==> config.mk <==
export PLATFORM = sky130hd
export DESIGN_NAME = rrdm_ctrl
export DESIGN_NICKNAME = d
export VERILOG_FILES = /design/src/core/rrdm_ctrl.v
export VERILOG_INCLUDE_DIRS = /design/src /design/src/core
export SDC_FILE = /design/constraint.sdc
export NUM_CORES = 1
export LEC_CHECK = 0
export ABC_AREA = 1
export BUFFER_PORTS_ARGS = -buffer_cell sky130_fd_sc_hd__buf_4
export CORE_MARGIN = 10
export CORE_UTILIZATION = 54
export DETAILED_ROUTE_END_ITERATION = 16
export HOLD_SLACK_MARGIN = 0.05
export PLACE_DENSITY = 0.76
export SLEW_MARGIN = 20
export SYNTH_ARGS = -nofsm -noshare
export SYNTH_HDL_FRONTEND = slang
export SYNTH_SLANG_ARGS = --single-unit
==> constraint.sdc <==
create_clock -name clk_sys -period 2.35 [get_ports clk_sys]
set_input_delay 0.235 -clock clk_sys [delete_from_list [all_inputs] [get_ports clk_sys]]
set_output_delay 0.235 -clock clk_sys [all_outputs]
set_load 0.01 [all_outputs]
==> src/core/rrdm_regs.vh <==
// Register map, reset values and timing constants of the rate/mode control
`ifndef RRDM_REGS_VH
`define RRDM_REGS_VH
`define RRDM_OFS_CTRL 12'h000
`define RRDM_OFS_STATUS 12'h004
`define RRDM_OFS_DATA 12'h008
`define RRDM_CTRL_ENABLE 0
`define RRDM_CTRL_RX_ON 1
`define RRDM_CTRL_RATE_LO 2
`define RRDM_CTRL_RATE_HI 3
`define RRDM_CTRL_MOD 4
`define RRDM_CTRL_RST 5'h10
`define RRDM_ST_OVF 8
`define RRDM_DATA_VALID 8
`define RRDM_CLK_MHZ 8'h32
`define RRDM_DTICK_DIV 16
`define RRDM_T_SWITCH_US 11'h064
`define RRDM_T_PLL_US 11'h105
`define RRDM_T_SIG0_US 11'h448
`define RRDM_T_SIG1_US 11'h284
`define RRDM_T_SIG2_US 11'h1A1
`define RRDM_T_SIG3_US 11'h130
`define RRDM_FIFO_DEPTH 16
`define RRDM_FIFO_AW 4
`define RRDM_WORD_W 8
`endif

==> src/core/rrdm_ctrl.v <==
// Receiver rate range and demodulation mode control with APB access
//
// Summary of operation
// - Two rate select bits pick range 0..3, high bit most significant.
// - Range change in active mode completes within 100 us, same modulation.
// - Range plus modulation change waits full start-up of the new range.
// - Without signal at start-up, output follows noise after start-up.
// - Any data format passes through; long edge-free gaps are tolerated.
// - Mode select high chooses ASK, low chooses FSK.
// - Mode change time is start-up time of the newly selected range.
// - Demodulated output forced low throughout signal start-up.
// - Enable and receive-on give off, standby or active mode.
// - Active entry waits PLL start-up, then range-dependent signal start-up.
// - Output high for upper FSK tone or ASK carrier, low otherwise.
// - Sample timing from clock divided by 16, times 8/4/2/1 per range; start-up timers count microseconds.
//
// Register access over APB and the placing of the registers were left to the implementer.
`timescale 1ns/10ps
`include "rrdm_regs.vh"

////////////////////////////////////////////////////////////////////////////
// Sample FIFO
module rrdm_fifo #(
  parameter W = 8,
  parameter D = 16,
  parameter AW = 4
) (
  // Clock and reset
  input wire clk_sys,
  input wire srst,
  // Fill side
  input wire s_valid,
  output wire s_ready,
  input wire [W-1:0] s_data,
  // Drain side
  output wire m_valid,
  input wire m_ready,
  output wire [W-1:0] m_data
);
  reg [W-1:0] mem_q [0:D-1];
  reg [AW-1:0] wr_q;
  reg [AW-1:0] rd_q;
  reg [AW:0] cnt_q;
  wire push;
  wire pop;
  assign s_ready = (cnt_q != D);
  assign m_valid = (cnt_q != {(AW+1){1'b0}});
  assign m_data = mem_q[rd_q];
  assign push = s_valid & s_ready;
  assign pop = m_valid & m_ready;
  always @(posedge clk_sys) begin
    if (push) begin
      mem_q[wr_q] <= s_data;
    end
  end
  always @(posedge clk_sys) begin
    if (srst) begin
      wr_q <= {AW{1'b0}};
      rd_q <= {AW{1'b0}};
      cnt_q <= {(AW+1){1'b0}};
    end else begin
      if (push) begin
        wr_q <= wr_q + 1'b1;
      end
      if (pop) begin
        rd_q <= rd_q + 1'b1;
      end
      if (push & ~pop) begin
        cnt_q <= cnt_q + 1'b1;
      end else if (pop & ~push) begin
        cnt_q <= cnt_q - 1'b1;
      end
    end
  end
endmodule

////////////////////////////////////////////////////////////////////////////
// Top level control block
module rrdm_ctrl #(
  parameter [7:0] TICKS_PER_US = `RRDM_CLK_MHZ
) (
  // Clock and reset
  input wire clk_sys,
  input wire srst,
  // APB slave
  input wire psel,
  input wire penable,
  input wire pwrite,
  input wire [11:0] paddr,
  input wire [31:0] pwdata,
  output reg [31:0] prdata,
  output reg pready,
  output reg pslverr,
  // Demodulator side
  input wire demod_in,
  output reg data_out,
  output reg osc_on,
  output reg rx_path_on
);
  localparam [2:0] ST_OFF = 3'h0;
  localparam [2:0] ST_STBY = 3'h1;
  localparam [2:0] ST_PLL = 3'h2;
  localparam [2:0] ST_SIG = 3'h3;
  localparam [2:0] ST_ACT = 3'h4;
  localparam [2:0] ST_RSW = 3'h5;

  // Address decode
  function hit;
    input [11:0] a;
    input [11:0] ofs;
    begin
      hit = (a == ofs);
    end
  endfunction

  // Signal start-up time per range in us
  function [10:0] sig_us;
    input [1:0] r;
    begin
      case (r)
        2'h0: sig_us = `RRDM_T_SIG0_US;
        2'h1: sig_us = `RRDM_T_SIG1_US;
        2'h2: sig_us = `RRDM_T_SIG2_US;
        default: sig_us = `RRDM_T_SIG3_US;
      endcase
    end
  endfunction

  reg [4:0] ctrl_q;
  reg [2:0] st_q;
  reg [1:0] app_rate_q;
  reg app_mod_q;
  reg [7:0] us_pre_q;
  reg [10:0] tmr_q;
  reg [3:0] dtick_q;
  reg [2:0] rtick_q;
  reg filt_q;
  reg smp_q;
  reg [7:0] shf_q;
  reg [2:0] nbit_q;
  reg push_q;
  reg ovf_q;
  wire fifo_ready;
  wire fifo_valid;
  wire [7:0] fifo_data;
  wire acc;
  wire done;
  wire rd_data;
  wire us_stb;
  wire dtick;
  wire rtick;
  wire live;
  wire [1:0] cfg_rate;
  wire cfg_mod;
  wire [2:0] rmask;

  assign acc = psel & penable & pready;
  assign rd_data = acc & ~pwrite & hit(paddr, `RRDM_OFS_DATA);
  assign cfg_rate = {ctrl_q[`RRDM_CTRL_RATE_HI],
                     ctrl_q[`RRDM_CTRL_RATE_LO]};
  assign cfg_mod = ctrl_q[`RRDM_CTRL_MOD];
  assign us_stb = (us_pre_q == TICKS_PER_US - 8'h01);
  assign done = (tmr_q == 11'h000);
  assign live = (st_q == ST_ACT) | (st_q == ST_RSW);

  ////////////////////////////////////////////////////////////////////////////
  // APB registers
  always @(posedge clk_sys) begin
    if (srst) begin
      ctrl_q <= `RRDM_CTRL_RST;
      pready <= 1'b0;
      pslverr <= 1'b0;
      prdata <= 32'h0000_0000;
    end else begin
      pready <= psel & penable & ~pready;
      if (psel & penable & ~pready) begin
        pslverr <= ~(hit(paddr, `RRDM_OFS_CTRL) |
                     hit(paddr, `RRDM_OFS_STATUS) |
                     hit(paddr, `RRDM_OFS_DATA));
        prdata <= 32'h0000_0000;
        if (hit(paddr, `RRDM_OFS_CTRL)) begin
          prdata <= {27'h0, ctrl_q};
        end else if (hit(paddr, `RRDM_OFS_STATUS)) begin
          prdata <= {23'h0, ovf_q, ~fifo_ready, app_mod_q, app_rate_q,
                     (st_q == ST_PLL) | (st_q == ST_SIG), st_q};
        end else if (hit(paddr, `RRDM_OFS_DATA)) begin
          prdata <= {23'h0, fifo_valid, fifo_data};
        end
      end else begin
        pslverr <= 1'b0;
      end
      if (acc & pwrite & hit(paddr, `RRDM_OFS_CTRL)) begin
        ctrl_q <= pwdata[4:0];
      end
    end
  end

  ////////////////////////////////////////////////////////////////////////////
  // Time bases
  assign dtick = (dtick_q == 4'hF);
  assign rmask = (app_rate_q == 2'h0) ? 3'h7 :
                 (app_rate_q == 2'h1) ? 3'h3 :
                 (app_rate_q == 2'h2) ? 3'h1 : 3'h0;
  assign rtick = dtick & ((rtick_q & rmask) == 3'h0);
  always @(posedge clk_sys) begin
    if (srst | (st_q == ST_OFF)) begin
      us_pre_q <= 8'h00;
      dtick_q <= 4'h0;
      rtick_q <= 3'h0;
    end else begin
      us_pre_q <= us_stb ? 8'h00 : us_pre_q + 8'h01;
      dtick_q <= dtick_q + 4'h1;
      if (dtick) begin
        rtick_q <= rtick_q + 3'h1;
      end
    end
  end

  ////////////////////////////////////////////////////////////////////////////
  // Power mode and start-up sequencing
  always @(posedge clk_sys) begin
    if (srst) begin
      st_q <= ST_OFF;
      tmr_q <= 11'h000;
      app_rate_q <= 2'h0;
      app_mod_q <= 1'b1;
    end else begin
      if (us_stb & ~done) begin
        tmr_q <= tmr_q - 11'h001;
      end
      case (st_q)
        ST_OFF, ST_STBY: begin
          app_rate_q <= cfg_rate;
          app_mod_q <= cfg_mod;
          if (ctrl_q[`RRDM_CTRL_ENABLE] & ctrl_q[`RRDM_CTRL_RX_ON]) begin
            st_q <= ST_PLL;
            tmr_q <= `RRDM_T_PLL_US;
          end else if (ctrl_q[`RRDM_CTRL_ENABLE]) begin
            st_q <= ST_STBY;
          end else begin
            st_q <= ST_OFF;
          end
        end
        ST_PLL, ST_SIG, ST_ACT, ST_RSW: begin
          if (~(ctrl_q[`RRDM_CTRL_ENABLE] & ctrl_q[`RRDM_CTRL_RX_ON])) begin
            st_q <= ctrl_q[`RRDM_CTRL_ENABLE] ? ST_STBY : ST_OFF;
          end else if (st_q == ST_PLL) begin
            app_rate_q <= cfg_rate;
            app_mod_q <= cfg_mod;
            if (done) begin
              st_q <= ST_SIG;
              tmr_q <= sig_us(cfg_rate);
            end
          end else if ((cfg_mod != app_mod_q) |
                       ((st_q == ST_SIG) & (cfg_rate != app_rate_q))) begin
            app_rate_q <= cfg_rate;
            app_mod_q <= cfg_mod;
            st_q <= ST_SIG;
            tmr_q <= sig_us(cfg_rate);
          end else if (cfg_rate != app_rate_q) begin
            app_rate_q <= cfg_rate;
            st_q <= ST_RSW;
            tmr_q <= `RRDM_T_SWITCH_US;
          end else if (done) begin
            st_q <= ST_ACT;
          end
        end
        default: begin
          st_q <= ST_OFF;
        end
      endcase
    end
  end

  ////////////////////////////////////////////////////////////////////////////
  // Debounce, output and sample packing
  always @(posedge clk_sys) begin
    if (srst) begin
      filt_q <= 1'b0;
      smp_q <= 1'b0;
      data_out <= 1'b0;
      osc_on <= 1'b0;
      rx_path_on <= 1'b0;
      shf_q <= 8'h00;
      nbit_q <= 3'h0;
      push_q <= 1'b0;
      ovf_q <= 1'b0;
    end else begin
      osc_on <= (st_q != ST_OFF);
      rx_path_on <= (st_q != ST_OFF) & (st_q != ST_STBY);
      if (rtick) begin
        smp_q <= demod_in;
        if (smp_q == demod_in) begin
          filt_q <= demod_in;
        end
      end
      data_out <= live & filt_q;
      if (push_q & fifo_ready) begin
        push_q <= 1'b0;
      end
      if (rtick & live & ~(push_q & ~fifo_ready)) begin
        shf_q <= {shf_q[6:0], filt_q};
        nbit_q <= nbit_q + 3'h1;
        if (nbit_q == 3'h7) begin
          push_q <= 1'b1;
        end
      end
      if (rtick & live & push_q & ~fifo_ready) begin
        ovf_q <= 1'b1;
      end else if (acc & pwrite & hit(paddr, `RRDM_OFS_STATUS) &
                   pwdata[`RRDM_ST_OVF]) begin
        ovf_q <= 1'b0;
      end
    end
  end

  rrdm_fifo #(
    .W(`RRDM_WORD_W),
    .D(`RRDM_FIFO_DEPTH),
    .AW(`RRDM_FIFO_AW)
  ) u_fifo (
    .clk_sys(clk_sys),
    .srst(srst),
    .s_valid(push_q),
    .s_ready(fifo_ready),
    .s_data(shf_q),
    .m_valid(fifo_valid),
    .m_ready(rd_data),
    .m_data(fifo_data)
  );
endmodule

==> impl_metrics.csv <==
group,metric,value,unit
yosys,netlist_area,9640,µm²
timing,setup_viol,0,
placed_design,dpl_cell_area,10300,µm²
worst_setup_path,critPathLaunch,"u_fifo.cnt_q[3]",
global_routing,grt_max_degree,38,
timing,fin_crit,2.31,ns
route,dr.pass1.iters,6,
timing,worst_pin_slew,0.823,ns
timing,period_share,98.5,%
yosys,yosysSeqAreaShare,57.1,%
yosys,synth.distinct_cells,49,
worst_setup_path,worst-endpoint-arrival,2.71,ns
placed_design,dp_hpwl,15000,µm
yosys,yosys_warnings,0,
route,num_vias,7407,
global_routing,grt_pass1_vias,7280,
power_and_ir_drop,power_leakage,4.18,nW
floorplanning,core_area,17400,µm²
clock_network,clk_pin_slew_worst_paths,0.06,ns
run,drv_cap,0,
hold_path,holdCritStartpoint,"srst",
power_and_ir_drop,vdd_drop_max,0.460,mV
worst_setup_path,path_cells,"inv_2 > nand4_1 > nor2_2 > inv_1 > nand2_2 > inv_2 > ha_4 > inv_4 > ha_4 > nand2_2 > nor2_2 > a211oi_2 > o21ai_1 > a21oi_1 > nand2_1 > nor3b_2",
worst_setup_path,slowest_delay,0.34,ns
global_routing,grt_usage,18.6,%
clock_network,cts_tree,"done",
final_layout,fin_nets,1196,
worst_setup_path,worstSetupPathType,"flip-flop to flip-flop",
power_and_ir_drop,power_density,665,nW/µm²
floorplanning,die-area,23600,µm²
final_layout,syn_to_final_growth,15.6,%
final_layout,final_util,64.0,%
timing,rsz0062_at_grt,"yes",
timing,slew_viol_final,0,
floorplanning,fp.dieH,154,µm
worst_setup_path,cp.required,2.74,ns
clock_network,clock-sinks,211,
floorplanning,die_w,154,µm
global_routing,grt_first_pass_wirelength,36500,µm
timing,hold_viol_final,0,
placed_design,dp_slack,-0.218,ns
clock_network,clkLatencyLatePin,0.51,ns
route,postRouteAntennaNets,0,
route,drc,0,
yosys,async_flop_share,0,%
floorplanning,rows,48,
route,post_drt_wl_per_cell,16.8,µm
route,avgViaCountPerCell,5.44,
route,routed_wl,22900,µm
hold_path,hold_path_class,"primary input to flip-flop",
clock_network,cts_max_level,1,
yosys,syn_avg_cell_area,9.28,µm²
yosys,netlist.area_leader.share,39.9,%
final_layout,antenna_cells,0,
global_routing,grt_overflow_total,0,
timing,fin_ws,0.0358,ns
placed_design,gp_congestion,0.907,
worst_setup_path,end_kind,"flip-flop",
clock_network,cts_buffer_depth,3,
clock_network,numCtsBuffers,22,
worst_setup_path,crit_path_start_kind,"flip-flop",
power_and_ir_drop,power.total,7.41,mW
yosys,yosysMostFrequentCell,"nor2_1",
timing,max-slew-margin-rel,45.0,%
clock_network,cts_root_buf,"clkbuf_16",
yosys,synth_top_cell_by_area,"edfxtp_1",
timing,fmaxAchievable,432,MHz
final_layout,drive_above_1_share,14.9,%
floorplanning,io_pins,87,
yosys,synth-main-ff-cell,"edfxtp_1",
floorplanning,start_util,55.4,%
yosys,ys_ff_latch,211,
final_layout,final_area,11100,µm²
yosys,synth_area_leaders,"edfxtp_1, dfxtp_1, nor2_1, o21ai_0, nand2_1",
yosys,netlist_top_cells_count,"nor2_1, nand2_1, edfxtp_1",
worst_setup_path,regToRegStartpoint,"u_fifo.cnt_q[3]",
route,first_iter_violations,442,
timing,clock_skew,0.0213,ns
yosys,netlist_instances,1039,
global_routing,antenna_found_initial,0,
worst_setup_path,cp_slowest_cell,"dfxtp_2",
placed_design,portBuffers,37,
outcome,outcome,"finished, final reports clean",
worst_setup_path,crit_fanout,3,
yosys,synth_edf_count,128,
[what timing repair did]
action                     CTS  global route
setup endpoints to repair    1             3
cloned                       0             0
hold buffers                 6             0
buffers inserted             0             3
resized for setup            1            23
hold endpoints to repair     6             0
pin swaps                    1            10
[per-stage QoR]
step	instances	TNS (ns)	hold slack (ns)
after global routing	1362	-0.135	0.129
after global placement	1313	-0.174	0.433
final	1362	0	0.114
after CTS	1359	0	0.0974
after floorplan	1061	0	0.365
after detailed placement	1313	-0.419	0.443
[kinds of logic after synthesis]
logic type,count (synthesis),synth area share (%)
xor gates and xnor gates,13,1.18
and+or+nand+nor,430,18.9
AOI/OAI and AO/OA,213,12.3
other,1,0.0389
DFF,211,57.1
buffers and inverters,146,7.25
adders and majority gates,25,3.32
[placed cells by master, fill, tap and decap left out, types with 6 or more instances in the layout]
master,count
nor2_1,186
nand2_1,145
edfxtp_1,128
o21ai_0,113
buf_4,84
dfxtp_1,80
inv_1,76
nand3_1,52
a21oi_1,50
conb_1,23
clkbuf_16,23
ha_1,21
o211ai_1,13
inv_2,10
o22ai_1,10
nor3_1,8
o21ai_1,8
nor2_2,7
nand2_2,7
xor2_1,7
xnor2_1,6
o221ai_1,6
dlygate4sd3_1,6
[cell type report]
class | instances | area (µm²)
fillers | 1371 | 6270
flip-flops and latches | 211 | 5510
multi-input cells | 704 | 3590
repair buffers | 91 | 702
clock buffers | 30 | 632
inverters | 91 | 349
well taps | 225 | 282
clock inverters | 10 | 78.8
[sequential cells by signal (all words and copies together) (netlist names), 2 cells and up, named ones only]
name / count
nbit_q: 3
u_fifo.wr_q: 4
u_fifo.mem_q: 128
u_fifo.cnt_q: 5
shf_q: 8
ctrl_q: 5
prdata: 9
app_rate_q: 2
u_fifo.rd_q: 4
dtick_q: 4
st_q: 3
us_pre_q: 8
rtick_q: 3
tmr_q: 11
[final timing paths]
| check | depth (start not counted) | slack (ns) | to |
|---|---|---|---|
| worst max-delay path | 16 | 0.04 | u_fifo.cnt_q[4] |
| worst min-delay path | 2 | 0.11 | rx_path_on |
| worst max register to register | 16 | 0.04 | u_fifo.cnt_q[4] |
| worst min register to register | 1 | 0.45 | dtick_q[0] |
[power breakdown]
part	switching, mW	internal (mW)
Clock	1.38	1.99
Sequential	0.00599	3.89
Combinational	0.0794	0.0593
Total	1.47	5.94
[critical path, delay by kind of cell, from the launching register on]
family / cells / cell delay, ns
AO/OA/AOI/OAI: 3 / 0.51
adder cells (fa/ha/maj): 2 / 0.38
buffers and inverters: 4 / 0.25
flip-flops: 1 / 0.34
AND/OR/NAND/NOR: 7 / 0.74
[layer usage]
layer / wire length [µm] / share of wire, % / global-route usage, %
met5: 0 / 0 / 0
met3: 1620 / 7.1 / 3.79
met4: 417 / 1.8 / 4.81
met1: 9230 / 40 / 22.4
met2: 11600 / 51 / 33.2
No activity file was read; power rests on OpenSTA's default activity.
